File: src/pkg/recloser_defs.vh
`ifndef RECLOSER_DEFS_VH
`define RECLOSER_DEFS_VH

// =============================================================
// time base
`define TICK_PERIOD_MS 10
`define SYS_CLK_HZ 50000000
`define TICK_CYCLES ((`SYS_CLK_HZ / 1000) * `TICK_PERIOD_MS)

// =============================================================
// register offsets
`define REG_CTRL 8'h00
`define REG_CYCLES 8'h04
`define REG_START1 8'h08
`define REG_START2 8'h0C
`define REG_RECLAIM 8'h10
`define REG_DEAD1 8'h14
`define REG_DEAD2 8'h18
`define REG_DEAD3 8'h1C
`define REG_DEAD4 8'h20
`define REG_SAFETY 8'h24
`define REG_WAITMAX 8'h28
`define REG_STATUS 8'h2C
`define REG_EVENTS 8'h30

// =============================================================
// control fields
`define CTRL_IN_SERVICE 0
`define CTRL_LOCK_ON_FINAL 1
`define CTRL_ACK 2
`define CTRL_SYNC_RESET 3

// =============================================================
// event flags
`define EV_CLEARED 0
`define EV_FINAL_TRIP 1
`define EV_INHIBITED 2

// =============================================================
// reset values; the times are in 10 ms ticks
`define RST_CYCLES 3'h1
`define RST_RECLAIM 15'h03E8
`define RST_DEAD 15'h012C
`define RST_SAFETY 15'h01F4
`define RST_WAITMAX 15'h01F4
`define RST_START 17'h00000

`endif

File: src/breaker_recloser_sequencer.v
`timescale 1ns/1ps
// Summary of operation
// - a recloser close order starts the reclaim timer
// - reclaim expiry with no fault: reinitialise and post cleared-fault event
// - starting trip during reclaim: trip and move to next active cycle
// - after manual close, reclosing held off for safety interval
// - recloser trip in cycle n starts dead timer n, breaker held open
// - dead timer expiry starts next cycle with a close order
// - ready needs control on, in service, closed, safety over, no inhibit
// - ready status is an output for the control mapping
// - first starting trip on a fault starts first-cycle dead timer
// - fault after last cycle: final trip, event, optional close lockout
// - closing onto fault or fault during safety inhibits recloser
// - open/close order, out of service, inhibit input, failure, gear fault inhibit
// - breaker opened by non-starting trip: inhibit and final-trip event
// - breaker not recharged extends dead time up to a maximum
// - still not recharged at the maximum: inhibit
// - one to four cycles; each stage starts on inst, delayed or never
// - logic equation trip may start reclosing, cycle 1 and cycles 2-4
// - reclaim and four dead times set independently in 10 ms steps
`include "recloser_defs.vh"

module breaker_recloser_sequencer #(
    parameter TICK_CYCLES = `TICK_CYCLES,
    parameter STAGES = 8
) (
    // clock and reset
    input wire CLK_SYS,
    input wire RSTN,
    // register port
    input wire [7:0] ADDR,
    input wire [31:0] WDATA,
    input wire WR,
    input wire RD,
    output reg [31:0] RDATA,
    // protection pickups, one bit per stage
    input wire [STAGES-1:0] TRIP_INST,
    input wire [STAGES-1:0] TRIP_DELAYED,
    input wire LOGIC_EQUATION_TRIP_OUTPUT,
    input wire OTHER_PROT_TRIP,
    input wire EXTERNAL_TRIP,
    // breaker and inhibit conditions
    input wire CB_CONTROL_ON,
    input wire CB_CLOSED,
    input wire CB_CHARGED,
    input wire MANUAL_CLOSE,
    input wire MANUAL_OPEN,
    input wire INHIBIT_IN,
    input wire BREAKER_FAILURE,
    input wire SWITCHGEAR_FAULT,
    // breaker orders and status
    output reg TRIP_ORDER,
    output reg CLOSE_ORDER,
    output reg RECLOSER_READY,
    output reg CLOSE_LOCKED,
    output reg [2:0] CYCLE
);

// =============================================================
// states
localparam [2:0] S_IDLE = 3'h0;
localparam [2:0] S_READY = 3'h1;
localparam [2:0] S_DEAD = 3'h2;
localparam [2:0] S_EXTEND = 3'h3;
localparam [2:0] S_RECLAIM = 3'h4;
localparam [2:0] S_FINAL = 3'h5;

reg [2:0] state;
reg [31:0] div;
reg tick;
reg [14:0] timer;
reg [14:0] safety_timer;
reg safety_done;
reg in_service;
reg lock_on_final;
reg sync_reset;
reg ack;
reg [2:0] cycles_cfg;
reg [2*STAGES:0] start1;
reg [2*STAGES:0] start2;
reg [14:0] reclaim_t;
reg [14:0] dead_t [0:3];
reg [14:0] safety_t;
reg [14:0] waitmax_t;
reg [2:0] events;
reg set_cleared;
reg set_final;
reg set_inhib;
reg cb_closed_d;
reg inhibited;
wire fault_any;
wire start_c1;
wire start_cn;
wire inhibit_cond;
wire opened_now;
wire [1:0] dead_idx;

// a stage starts reclosing if its configured output is active
// start word: inst enables, then delayed enables, then the equation bit
function starts;
    input [2*STAGES:0] cfg;
    input [STAGES-1:0] inst;
    input [STAGES-1:0] dly;
    input eq;
    begin
        starts = |(cfg[STAGES-1:0] & inst) | |(cfg[2*STAGES-1:STAGES] & dly)
            | (cfg[2*STAGES] & eq);
    end
endfunction

assign start_c1 = starts(start1, TRIP_INST, TRIP_DELAYED, LOGIC_EQUATION_TRIP_OUTPUT);
assign start_cn = starts(start2, TRIP_INST, TRIP_DELAYED, LOGIC_EQUATION_TRIP_OUTPUT);
assign fault_any = |TRIP_INST | |TRIP_DELAYED | LOGIC_EQUATION_TRIP_OUTPUT;
assign inhibit_cond = MANUAL_OPEN | MANUAL_CLOSE | ~in_service | INHIBIT_IN
    | BREAKER_FAILURE | SWITCHGEAR_FAULT;
assign opened_now = cb_closed_d & ~CB_CLOSED;
// cycles 1..4 map onto dead times 0..3; a 2-bit index cannot leave the array
assign dead_idx = CYCLE[1:0] - 2'h1;

// =============================================================
// 10 ms time base
// tick is a one-cycle pulse; a sync reset restarts the period
always @(posedge CLK_SYS or negedge RSTN) begin
    if (!RSTN) begin
        div <= 32'h00000000;
        tick <= 1'b0;
    end else if (sync_reset || div == TICK_CYCLES - 1) begin
        div <= 32'h00000000;
        tick <= ~sync_reset;
    end else begin
        div <= div + 32'h00000001;
        tick <= 1'b0;
    end
end

// =============================================================
// register writes
always @(posedge CLK_SYS or negedge RSTN) begin
    if (!RSTN) begin
        in_service <= 1'b0;
        lock_on_final <= 1'b0;
        sync_reset <= 1'b0;
        ack <= 1'b0;
        cycles_cfg <= `RST_CYCLES;
        start1 <= `RST_START;
        start2 <= `RST_START;
        reclaim_t <= `RST_RECLAIM;
        dead_t[0] <= `RST_DEAD;
        dead_t[1] <= `RST_DEAD;
        dead_t[2] <= `RST_DEAD;
        dead_t[3] <= `RST_DEAD;
        safety_t <= `RST_SAFETY;
        waitmax_t <= `RST_WAITMAX;
    end else begin
        // ack and sync reset are one-cycle pulses
        ack <= 1'b0;
        sync_reset <= 1'b0;
        if (WR) begin
            case (ADDR)
                `REG_CTRL: begin
                    in_service <= WDATA[`CTRL_IN_SERVICE];
                    lock_on_final <= WDATA[`CTRL_LOCK_ON_FINAL];
                    ack <= WDATA[`CTRL_ACK];
                    sync_reset <= WDATA[`CTRL_SYNC_RESET];
                end
                // values outside one to four are clamped
                `REG_CYCLES: cycles_cfg <= (WDATA[2:0] == 3'h0) ? 3'h1 :
                    (WDATA[2:0] > 3'h4) ? 3'h4 : WDATA[2:0];
                `REG_START1: start1 <= WDATA[2*STAGES:0];
                `REG_START2: start2 <= WDATA[2*STAGES:0];
                `REG_RECLAIM: reclaim_t <= WDATA[14:0];
                `REG_DEAD1: dead_t[0] <= WDATA[14:0];
                `REG_DEAD2: dead_t[1] <= WDATA[14:0];
                `REG_DEAD3: dead_t[2] <= WDATA[14:0];
                `REG_DEAD4: dead_t[3] <= WDATA[14:0];
                `REG_SAFETY: safety_t <= WDATA[14:0];
                `REG_WAITMAX: waitmax_t <= WDATA[14:0];
                default: ;
            endcase
        end
    end
end

// =============================================================
// register reads, one cycle later
always @(posedge CLK_SYS or negedge RSTN) begin
    if (!RSTN) begin
        RDATA <= 32'h00000000;
    end else if (RD) begin
        case (ADDR)
            `REG_CTRL: RDATA <= {30'h00000000, lock_on_final, in_service};
            `REG_CYCLES: RDATA <= {29'h00000000, cycles_cfg};
            `REG_START1: RDATA <= {{(31-2*STAGES){1'b0}}, start1};
            `REG_START2: RDATA <= {{(31-2*STAGES){1'b0}}, start2};
            `REG_RECLAIM: RDATA <= {17'h00000, reclaim_t};
            `REG_DEAD1: RDATA <= {17'h00000, dead_t[0]};
            `REG_DEAD2: RDATA <= {17'h00000, dead_t[1]};
            `REG_DEAD3: RDATA <= {17'h00000, dead_t[2]};
            `REG_DEAD4: RDATA <= {17'h00000, dead_t[3]};
            `REG_SAFETY: RDATA <= {17'h00000, safety_t};
            `REG_WAITMAX: RDATA <= {17'h00000, waitmax_t};
            // bits 4:3 are spare
            `REG_STATUS: RDATA <= {21'h000000, inhibited, CLOSE_LOCKED, RECLOSER_READY,
                CYCLE, 2'h0, state};
            `REG_EVENTS: RDATA <= {29'h00000000, events};
            default: RDATA <= 32'h00000000;
        endcase
    end else begin
        RDATA <= 32'h00000000;
    end
end

// =============================================================
// sticky events: read clears, a new event in the same cycle wins
always @(posedge CLK_SYS or negedge RSTN) begin
    if (!RSTN) begin
        events <= 3'h0;
    end else begin
        events <= ((RD && ADDR == `REG_EVENTS) ? 3'h0 : events)
            | {set_inhib, set_final, set_cleared};
    end
end

// =============================================================
// safety interval after a manual close
always @(posedge CLK_SYS or negedge RSTN) begin
    if (!RSTN) begin
        safety_timer <= 15'h0000;
        safety_done <= 1'b0;
        cb_closed_d <= 1'b0;
    end else begin
        cb_closed_d <= CB_CLOSED;
        if (sync_reset) begin
            safety_timer <= 15'h0000;
            safety_done <= 1'b0;
        end else if (MANUAL_CLOSE) begin
            // a zero safety time makes the recloser ready at once
            safety_timer <= 15'h0000;
            safety_done <= (safety_t == 15'h0000);
        end else if (!safety_done && tick) begin
            safety_timer <= safety_timer + 15'h0001;
            safety_done <= (safety_timer + 15'h0001 >= safety_t);
        end
    end
end

// =============================================================
// sequencer
always @(posedge CLK_SYS or negedge RSTN) begin
    if (!RSTN) begin
        state <= S_IDLE;
        timer <= 15'h0000;
        CYCLE <= 3'h0;
        TRIP_ORDER <= 1'b0;
        CLOSE_ORDER <= 1'b0;
        RECLOSER_READY <= 1'b0;
        CLOSE_LOCKED <= 1'b0;
        inhibited <= 1'b0;
        set_cleared <= 1'b0;
        set_final <= 1'b0;
        set_inhib <= 1'b0;
    end else begin
        set_cleared <= 1'b0;
        set_final <= 1'b0;
        set_inhib <= 1'b0;
        CLOSE_ORDER <= 1'b0;
        TRIP_ORDER <= 1'b0;
        // registered, so ready trails its conditions by one cycle
        RECLOSER_READY <= CB_CONTROL_ON & in_service & CB_CLOSED & safety_done
            & ~inhibit_cond & ~inhibited & (state == S_READY);
        if (ack) begin
            CLOSE_LOCKED <= 1'b0;
        end
        // saturate so a stale timer never wraps into a false expiry
        if (tick && timer != 15'h7FFF) begin
            timer <= timer + 15'h0001;
        end
        if (sync_reset) begin
            state <= S_IDLE;
            timer <= 15'h0000;
            CYCLE <= 3'h0;
            inhibited <= 1'b0;
            CLOSE_LOCKED <= 1'b0;
            RECLOSER_READY <= 1'b0;
        // an inhibition wins over any order due in the same cycle
        end else if (inhibit_cond && state != S_IDLE) begin
            state <= S_IDLE;
            inhibited <= 1'b1;
            set_inhib <= 1'b1;
        end else begin
            case (state)
                S_IDLE: begin
                    CYCLE <= 3'h0;
                    // closing onto a fault, or a fault inside the safety time
                    if (fault_any && (!safety_done || CB_CLOSED)) begin
                        inhibited <= 1'b1;
                        set_inhib <= 1'b1;
                    end else if (!inhibit_cond && CB_CONTROL_ON && CB_CLOSED && safety_done) begin
                        inhibited <= 1'b0;
                        state <= S_READY;
                    end
                end
                S_READY: begin
                    if (!CB_CONTROL_ON || !safety_done) begin
                        state <= S_IDLE;
                    end else if (start_c1) begin
                        TRIP_ORDER <= 1'b1;
                        CYCLE <= 3'h1;
                        timer <= 15'h0000;
                        state <= S_DEAD;
                    end else if (OTHER_PROT_TRIP || EXTERNAL_TRIP
                            || fault_any || opened_now) begin
                        inhibited <= 1'b1;
                        set_inhib <= 1'b1;
                        set_final <= 1'b1;
                        state <= S_IDLE;
                    end
                end
                S_DEAD: begin
                    // breaker stays open, no close before expiry
                    if (timer >= dead_t[dead_idx]) begin
                        timer <= 15'h0000;
                        if (CB_CHARGED) begin
                            CLOSE_ORDER <= 1'b1;
                            state <= S_RECLAIM;
                        end else begin
                            state <= S_EXTEND;
                        end
                    end
                end
                S_EXTEND: begin
                    // waiting for the spring; timer now counts the extension
                    if (CB_CHARGED) begin
                        timer <= 15'h0000;
                        CLOSE_ORDER <= 1'b1;
                        state <= S_RECLAIM;
                    end else if (timer >= waitmax_t) begin
                        inhibited <= 1'b1;
                        set_inhib <= 1'b1;
                        state <= S_IDLE;
                    end
                end
                S_RECLAIM: begin
                    if (start_cn && CYCLE < cycles_cfg) begin
                        TRIP_ORDER <= 1'b1;
                        CYCLE <= CYCLE + 3'h1;
                        timer <= 15'h0000;
                        state <= S_DEAD;
                    end else if (fault_any || OTHER_PROT_TRIP || EXTERNAL_TRIP) begin
                        TRIP_ORDER <= 1'b1;
                        set_final <= 1'b1;
                        CLOSE_LOCKED <= lock_on_final;
                        state <= S_FINAL;
                    end else if (timer >= reclaim_t) begin
                        set_cleared <= 1'b1;
                        CYCLE <= 3'h0;
                        state <= S_IDLE;
                    end
                end
                S_FINAL: begin
                    // without lock-out this state lasts a single cycle
                    if (!CLOSE_LOCKED) begin
                        CYCLE <= 3'h0;
                        state <= S_IDLE;
                    end
                end
                default: state <= S_IDLE;
            endcase
        end
    end
end

endmodule // breaker_recloser_sequencer

File: config.mk
export PLATFORM = sky130hd
export DESIGN_NAME = breaker_recloser_sequencer
export DESIGN_NICKNAME = d
export VERILOG_FILES = /design/src/breaker_recloser_sequencer.v
export VERILOG_INCLUDE_DIRS = /design/src /design/src/pkg
export SDC_FILE = /design/constraint.sdc
export NUM_CORES = 1
export LEC_CHECK = 0
export BUFFER_PORTS_ARGS = -buffer_cell sky130_fd_sc_hd__clkbuf_2
export CORE_MARGIN = 2
export CORE_UTILIZATION = 52
export CTS_CLUSTER_SIZE = 25
export DETAILED_ROUTE_END_ITERATION = 16
export PLACE_DENSITY = 0.74
export SLEW_MARGIN = 25
export SYNTH_ARGS = -nofsm -noshare
export SYNTH_HDL_FRONTEND = slang
export SYNTH_SLANG_ARGS = --single-unit
export TNS_END_PERCENT = 10
File: constraint.sdc
create_clock -name CLK_SYS -period 4.9 [get_ports CLK_SYS]
set_input_delay 0.98 -clock CLK_SYS [delete_from_list [all_inputs] [get_ports CLK_SYS]]
set_output_delay 0.98 -clock CLK_SYS [all_outputs]
set_load 0.03 [all_outputs]
## Word-level counts from Yosys, hierarchy flattened

Index checks and enable logic that the tools add are counted.

| cells by class | value |
|---|---|
| add/sub/neg operators | 5 |
| order comparisons | 7 |
| equality and inequality tests | 38 |
| multiplexer cells | 100 |
| bitwise operators | 31 |
| reductions and logical operators | 48 |

Operator list:

| kind | count |
|---|---|
| $pmux 17 s13 | 1 |
| $mux 15 | 13 |
| $mux 3 | 24 |
| $mux 32 | 2 |
| $ge 15x15->1 | 4 |
| $pmux 15 s4 | 1 |
| $mux 1 | 51 |
| $reduce_or 8->1 | 6 |
| $eq 8x6->1 const B | 5 |
| $ne 4x4->1 const B | 9 |
| $add 32x1->32 const B | 1 |
| $and 8x8->8 | 4 |
| $eq 32x19->1 const B | 1 |
| $eq 8x5->1 const B | 4 |
| $add 15x1->15 const B | 2 |
| $bmux 15 s2 | 1 |
| $reduce_and 2->1 | 11 |
| $reduce_and 7->1 | 3 |
| $pmux 3 s6 | 1 |
| $eq 8x4->1 const B | 2 |
| $logic_not 15->1 | 1 |
| $ne 15x15->1 const B | 1 |
| $pmux 3 s4 | 1 |
| $or 1x1->1 | 11 |
| 29 further kinds | 69 |

| word-level totals | value |
|---|---|
| flip-flop bits (word level) | 260 |
| bits of input ports | 71 |
| logic and storage cells | 261 |

## Logic depth before layout (Yosys ltp)

Gate-level depths: netlist (run 1).

| depth | value |
|---|---|
| word-level depth | 14 |
| mapped depth | 14 |
| depth with buffers taken out | 13 |

## Least setup slack after synthesis (run 1)

No wires, ideal clock.

| path | value |
|---|---|
| kind | flip-flop to flip-flop |
| start | reg CYCLE[0] |
| end | reg state[2] |
| setup time | 125 ps |
| arrival | 3649 ps |
| required time | 4775 ps |
| path slack | 1126 ps |
| stages on the path, launching flop included | 12 |
| clock period less this slack | 3774 ps |
| cell sequence | dfrtp_1 -> buf_2 -> buf_1 -> mux4_2 -> ha_1 -> nor3b_1 -> o21ai_0 -> a2111oi_0 -> o21ai_0 -> o32ai_1 -> or3_4 -> mux2_4 |

| between the ends | value |
|---|---|
| word-level cells in the longest chain between the ends | 8 |
| elaborated cells between the ends (all ways) | 15 |

RTL lines:

| what | RTL line | text |
|---|---|---|
| start: declaration | breaker_recloser_sequencer.v:56 | `output reg [2:0] CYCLE` |
| start signal: assignment | breaker_recloser_sequencer.v:346 | `CYCLE <= CYCLE + 3'h1;` |
| $sub 2x1->2 | breaker_recloser_sequencer.v:118 | `assign dead_idx = CYCLE[1:0] - 2'h1;` |
| $not 2->3 (implied by the code) | breaker_recloser_sequencer.v:321 | `if (timer >= dead_t[dead_idx]) begin` |
| $bmux 15 s2 | breaker_recloser_sequencer.v:321 |  |
| $mux 15 (implied by the code) (2 in a row) | breaker_recloser_sequencer.v:321 |  |
| $ge 15x15->1 | breaker_recloser_sequencer.v:321 |  |
| $ne 4x4->1 (no source line) | n/a |  |
| $reduce_and 7->1 (no source line) | n/a |  |
| end signal: assignment | breaker_recloser_sequencer.v:316 | `state <= S_IDLE;` |
| end signal: assignment | breaker_recloser_sequencer.v:325 | `state <= S_RECLAIM;` |
| end signal: assignment | breaker_recloser_sequencer.v:327 | `state <= S_EXTEND;` |
| end: declaration | breaker_recloser_sequencer.v:68 | `reg [2:0] state;` |

Several ways; a longest one is shown, not always the timed one. The select of a mux whose other input is x is not followed.
A chain may end at the register's enable or synchronous reset.

## Worst setup path after layout (run 1)

| path | value |
|---|---|
| start | reg CYCLE[1] |
| end | reg state[2] |

The elaborated chain is that of the path after synthesis.

==> impl_metrics.toml, run 1 <==
[synth]
synthCells = 1225
postSynth.asyncResetShare = 1.00
synth_edf_count = 0
synth_area_mm2 = 0.0133
synthFlopType = "dfrtp_1"
syn_avg_cell_area_um2 = 10.9
synthDistinctLibCells = 68
ys_seq_area_frac = 0.463
synth_seq_cells = 245
yosysWarningCount = 0

[final_layout]
diodes = 0
areaGrowthSynthToFinish_pct = 12.6
fin_nets = 1443
fillerInstances = 2027
drive_above_1_share = 0.266

[sta]
finClkSkew_ns = 0.00917
fmax_ghz = 0.234
hold_violations = 0
grt_setup_unrepaired = "false"
setup-tns-final_ns = 0
fin_crit_sh = 0.873
final-setup-viol-count = 0
worst_pin_slew_ns = 1.08
drv_slew = 0
period_needed_ns = 4.28
maxSlewHeadroom = 0.275

[floorplan]
die_w_um = 164
core_area_mm2 = 0.0252
ioPinCount = 110
die-area_mm2 = 0.0270
dieHeight_um = 164
rows = 58
initial_utilization = 0.530

[worst_setup_path]
start_kind = "register"
cp_data_arrival_time_ns = 4.71
worstSetupEndpointType = "register"
cp_max_fo = 8
rr_worst_depth = 11
cpPeakStageDelay_ns = 0.68
worst-setup-path-type = "register to register"
crit_chain = "ha_1, mux4_2, inv_1, ha_1, a21oi_1, o21ai_0, a2111oi_0, o21ai_0, o32ai_1, or3_4, mux2_4"
required_ns = 5.33
crit_family = "compound AO/OA/AOI/OAI gates"
cp_num_cells = 11
crit_buf_inv = 1
slowest_stage = "ha_1"

[global_routing]
grt_use_met3 = 0.0672
grt_pass1_vias = 10390
grt_pass1_wl_um = 59900
grt_overflow = 0
grt_antenna_before_repair = 1
met1_usage = 0.399
gr-usage-met2 = 0.449
top_usage_layer = "met2"
grt_max_degree = 85
grt_use_total = 0.290

[clocking]
post-cts-setup-buffers = 0
cts_buffer_depth = 3
clk_latency_ns = 0.54
clk_pin_slew_ns = 0.06
cts_buffers = 27
cts-root-buf = "clkbuf_16"
cts_hold_buf = 0
postCtsResizedCells = 0
clock_sinks = 245
cts_tree = "yes"
h-tree-depth = 1

[pwr]
clkPwrFrac = 0.432
vdd_drop_max_uv = 262
p_total_uw = 4880
p_leak_uw = 0.00685
seqPwrFrac = 0.459
netSwitchingPower_uw = 1280
switching_share = 0.262
p_int_uw = 3600
p_comb_frac = 0.109
pwr_density_cell_mw_per_mm2 = 325

[placement]
gp_congestion = 0.933
dp_hpwl_um = 27000
numPortBuffers = 79

[drt]
drt-total-wl_um = 38200
first_pass_iters = 6
drtIter0Drc = 1150
drc = 0
antenna_left = 0
vias = 10533
via_per_inst = 6.36
wl_per_cell_um = 23.1

[status]
run_status = "finished clean"

[worst_hold_path]
worstHoldPathType = "primary input to async pin"

[flow_run]
cap_viol_max_count = 0
## kinds of logic (layout without fill, tap and decap cells)
| logic type | count (synthesis) | count (layout) | synth area share |
|---|---|---|---|
| DFF | 245 | 245 | 0.463 |
| adders and majority gates | 66 | 66 | 0.0619 |
| xor gates and xnor gates | 60 | 60 | 0.0394 |
| AOI/OAI and AO/OA | 225 | 225 | 0.121 |
| and+or+nand+nor | 344 | 344 | 0.126 |
| muxes | 159 | 159 | 0.147 |
| buffers and inverters | 125 | 213 | 0.0416 |
| other | 1 | 15 | 0.000281 |
## area by class of cell
| cell class | count | area, µm² | area share |
|---|---|---|---|
| Tap cell | 330 | 413 | 0.0275 |
| Multi-Input combinational cell | 869 | 6700 | 0.446 |
| Sequential cell | 245 | 6170 | 0.411 |
| Clock buffer | 35 | 726 | 0.0483 |
| Timing Repair Buffer | 97 | 573 | 0.0381 |
| Clock inverter | 15 | 193 | 0.0128 |
| Inverter | 66 | 248 | 0.0165 |
## per-stage QoR
stage,hold WS (ns),utilization,cell area [µm²],worst slack (ns),instances
floorplan,0.404,-,13400,1.13,1239
global placement,0.432,0.559,14100,0.815,1606
detailed placement,0.427,0.560,14100,0.721,1607
CTS,0.453,0.597,15000,0.702,1657
global route,0.459,0.597,15000,0.395,1657
finish,0.405,0.597,15000,0.621,1657
## power groups by stage
stage          combinational [µW]  sequential (µW)  clock, µW
6_report                      533             2240       2110
5_1_grt                       589             2250       2220
4_1_cts                       531             2230       2130
3_5_place_dp                  527             2270          0
3_3_place_gp                  513             2260          0
2_1_floorplan                 337             2230          0
## cell usage after synthesis, types with 4 or more instances
| library cell | n | share of area |
|---|---|---|
| xor2_1 | 34 | 0.022 |
| dfrtp_1 | 210 | 0.39 |
| and3_1 | 13 | 0.0061 |
| nand3_1 | 32 | 0.012 |
| a222oi_1 | 24 | 0.018 |
| nor4_1 | 19 | 0.0089 |
| or4_1 | 4 | 0.0023 |
| a31oi_1 | 16 | 0.0075 |
| dfstp_2 | 35 | 0.069 |
| a22oi_1 | 33 | 0.019 |
| nor2_1 | 106 | 0.030 |
| buf_4 | 17 | 0.0096 |
| xnor2_1 | 26 | 0.017 |
| and4_1 | 9 | 0.0059 |
| or2_2 | 5 | 0.0023 |
| nand2_1 | 82 | 0.023 |
| a21o_1 | 9 | 0.0051 |
| clkbuf_1 | 35 | 0.0098 |
| o21ai_0 | 35 | 0.013 |
| nor2b_1 | 9 | 0.0042 |
| nand4_1 | 14 | 0.0066 |
| a221oi_1 | 15 | 0.0098 |
| inv_1 | 66 | 0.019 |
| or3_1 | 9 | 0.0042 |
| a22o_1 | 13 | 0.0085 |
| mux2_2 | 142 | 0.12 |
| a21oi_1 | 44 | 0.017 |
| mux4_2 | 15 | 0.025 |
| nor3_1 | 17 | 0.0064 |
| nand3b_1 | 5 | 0.0028 |
| ha_1 | 66 | 0.062 |
| nand2b_1 | 5 | 0.0023 |
## final timing paths
kind	from	end	slack [ns]
worst min register to register	set_final$_DFF_PN0_	events[1]$_DFF_PN0_	0.46
max in group asynchronous	RSTN	dead_t[33]$_DFFE_PN1P_	3.46
worst max-delay path	CYCLE[1]$_DFFE_PN0P_	state[2]$_DFFE_PN0P_	0.62
worst min-delay path	RSTN	div[28]$_DFF_PN0_	0.40
worst max register to register	CYCLE[1]$_DFFE_PN0P_	state[2]$_DFFE_PN0P_	0.62
min in group CLK_SYS	set_final$_DFF_PN0_	events[1]$_DFF_PN0_	0.46
## sequential cells by signal (all words and copies together), names as in the netlist, 17 cells and up
signal	cells
RDATA	17
dead_t	60
div	32
start1	17
start2	17
## per-layer routing
metal	wire length (µm)	share of wire	up-vias
li1	-	-	4668
met3	3600	0.094	115
met2	17000	0.44	514
met4	1620	0.042	2
met5	13	0.00034	-
met1	16000	0.42	5234
## cell usage in the layout, fill, tap and decap left out, drive strengths merged, types with 14 or more instances in the layout
cell type and count:
nand2 82, buf 19, a222oi 24, o21ai 35, nor2 108, mux2 143
nor3 17, inv 68, dfrtp 210, a22oi 33, mux4 15, dfstp 35
xnor2 26, a31oi 16, conb 15, a221oi 15, ha 66, xor2 34
nand3 32, nor4 19, a21oi 45, clkbuf 113, nand4 14
No activity file was read; power rests on OpenSTA's default activity.
==> run 2, diff against run 1 <==
--- a/config.mk
+++ b/config.mk
@@ -8,10 +8,10 @@
 export LEC_CHECK = 0
 export BUFFER_PORTS_ARGS = -buffer_cell sky130_fd_sc_hd__clkbuf_2
 export CORE_MARGIN = 2
-export CORE_UTILIZATION = 52
+export CORE_UTILIZATION = 33
 export CTS_CLUSTER_SIZE = 25
 export DETAILED_ROUTE_END_ITERATION = 16
-export PLACE_DENSITY = 0.74
+export PLACE_DENSITY = 0.52
 export SLEW_MARGIN = 25
 export SYNTH_ARGS = -nofsm -noshare
 export SYNTH_HDL_FRONTEND = slang
==> impl_metrics.toml, run 2 (synthesis results as in run 1) <==
[status]
run_status = "finished clean"

[drt]
first_pass_iters = 6
vias = 10379
drt-total-wl_um = 42200
drtIter0Drc = 864
wl_per_cell_um = 22.7
antenna_left = 0
via_per_inst = 5.58
drc = 0

[flow_run]
cap_viol_max_count = 0

[worst_setup_path]
cpPeakStageDelay_ns = 0.72
slowest_stage = "o21ai_0"
crit_chain = "ha_1, buf_4, mux4_2, ha_1, nor3b_1, o21ai_0, a2111oi_0, o21ai_0, o32ai_1, or3_4, mux2_4"
start_kind = "register"
worst-setup-path-type = "register to register"
worstSetupEndpointType = "register"
cp_max_fo = 16
cp_data_arrival_time_ns = 4.66
required_ns = 5.35

[final_layout]
final_common_cell = "dfrtp_1"
top_register = "dead_t"
largest_register_ffs = 60
drive_above_1_share = 0.271
stdcell_area_mm2 = 0.0154
areaGrowthSynthToFinish_pct = 15.1
diodes = 0
final_cell_mix = "dfrtp_1 (210), mux2_2 (142), nor2_1 (106), nand2_1 (81), clkbuf_2 (78)"
reg.largest.list = "dead_t x60, div x32"
fin_nets = 1448

[placement]
dp_hpwl_um = 29800
gp_congestion = 0.874
numPortBuffers = 79
place_area_mm2 = 0.0143

[floorplan]
initial_utilization = 0.335
core_area_mm2 = 0.0398
dieHeight_um = 205
ioPinCount = 110
die-area_mm2 = 0.0421
die_w_um = 205
rows = 73

[sta]
drv_slew = 0
fin_crit_sh = 0.859
period_needed_ns = 4.21
final-setup-viol-count = 0
hold_violations = 0
grt_setup_unrepaired = "false"
worst_pin_slew_ns = 1.01
fmax_ghz = 0.238
finClkSkew_ns = 0.00922
maxSlewHeadroom = 0.319
setup-tns-final_ns = 0

[pwr]
pwr_density_cell_mw_per_mm2 = 327
p_leak_uw = 0.00691
vdd_drop_max_uv = 290

[clocking]
cts_buffer_depth = 3
post-cts-setup-buffers = 0
postCtsResizedCells = 0
h-tree-depth = 1
cts_buffers = 29
cts_tree = "yes"
cts-root-buf = "clkbuf_16"
clk_latency_ns = 0.57
clock_sinks = 245
clk_pin_slew_ns = 0.06
cts_hold_buf = 0

[global_routing]
grt_pass1_vias = 10221
grt_pass1_wl_um = 63500
grt_max_degree = 115
grt_use_total = 0.201
grt_overflow = 0
grt_antenna_before_repair = 0

[worst_hold_path]
worstHoldPathType = "primary input to async pin"
[run 2: final cells by class]
cell class | count | area [µm²]
inverter | 66 | 248
sequential | 245 | 6170
multi-input combinational | 869 | 6690
tap | 525 | 657
clock inverter | 15 | 186
timing repair buffer | 100 | 596
fill | 3939 | 24500
clock buffer | 39 | 803
[run 2: metal layers]
metal / vias up / GRT usage / wire [µm]
li1: 4666 / - / -
met1: 5229 / 0.273 / 18500
met2: 406 / 0.303 / 18700
met3: 74 / 0.0538 / 3340
met4: 4 / 0.0730 / 1510
met5: - / 0.0321 / 184
[run 2: through the flow]
step           power, µW   util  setup WS [ns]  hold WS [ns]  instances
5_1_grt             5240  0.385          0.568         0.357       1859
2_1_floorplan       2570      -           1.13         0.404       1239
4_1_cts             5080  0.385          0.829         0.428       1858
3_5_place_dp        2800  0.360          0.841         0.417       1804
3_3_place_gp        2790  0.360          0.934         0.411       1804
6_report            5030  0.385          0.690         0.326       1859
[run 2: report_power, final]
group	internal, µW	total [µW]	switching [µW]
clock	1360	2250	891
sequential	2130	2240	113
combinational	207	535	328
[run 2: path summary, 6_finish.rpt]
kind                                 startpoint                       to  slack [ns]  depth (start not counted)
min in group CLK_SYS        set_final$_DFF_PN0_      events[1]$_DFF_PN0_        0.43                          1
setup / recovery           CYCLE[1]$_DFFE_PN0P_     state[2]$_DFFE_PN0P_        0.69                         11
setup reg to reg           CYCLE[1]$_DFFE_PN0P_     state[2]$_DFFE_PN0P_        0.69                         11
hold reg to reg             set_final$_DFF_PN0_      events[1]$_DFF_PN0_        0.43                          1
hold / removal                             RSTN    CLOSE_ORDER$_DFF_PN0_        0.33                          1
max in group asynchronous                  RSTN  safety_t[5]$_DFFE_PN1P_        3.67                          2
[run 2: worst max-delay path, delay by kind of cell (launching register included)]
family	cells	cell delay, ns
AOI/OAI and AO/OA	4	1.47
muxes	2	0.67
adders and majority gates	2	0.65
DFF	1	0.55
and+or+nand+nor	2	0.44
buffers and inverters	1	0.30
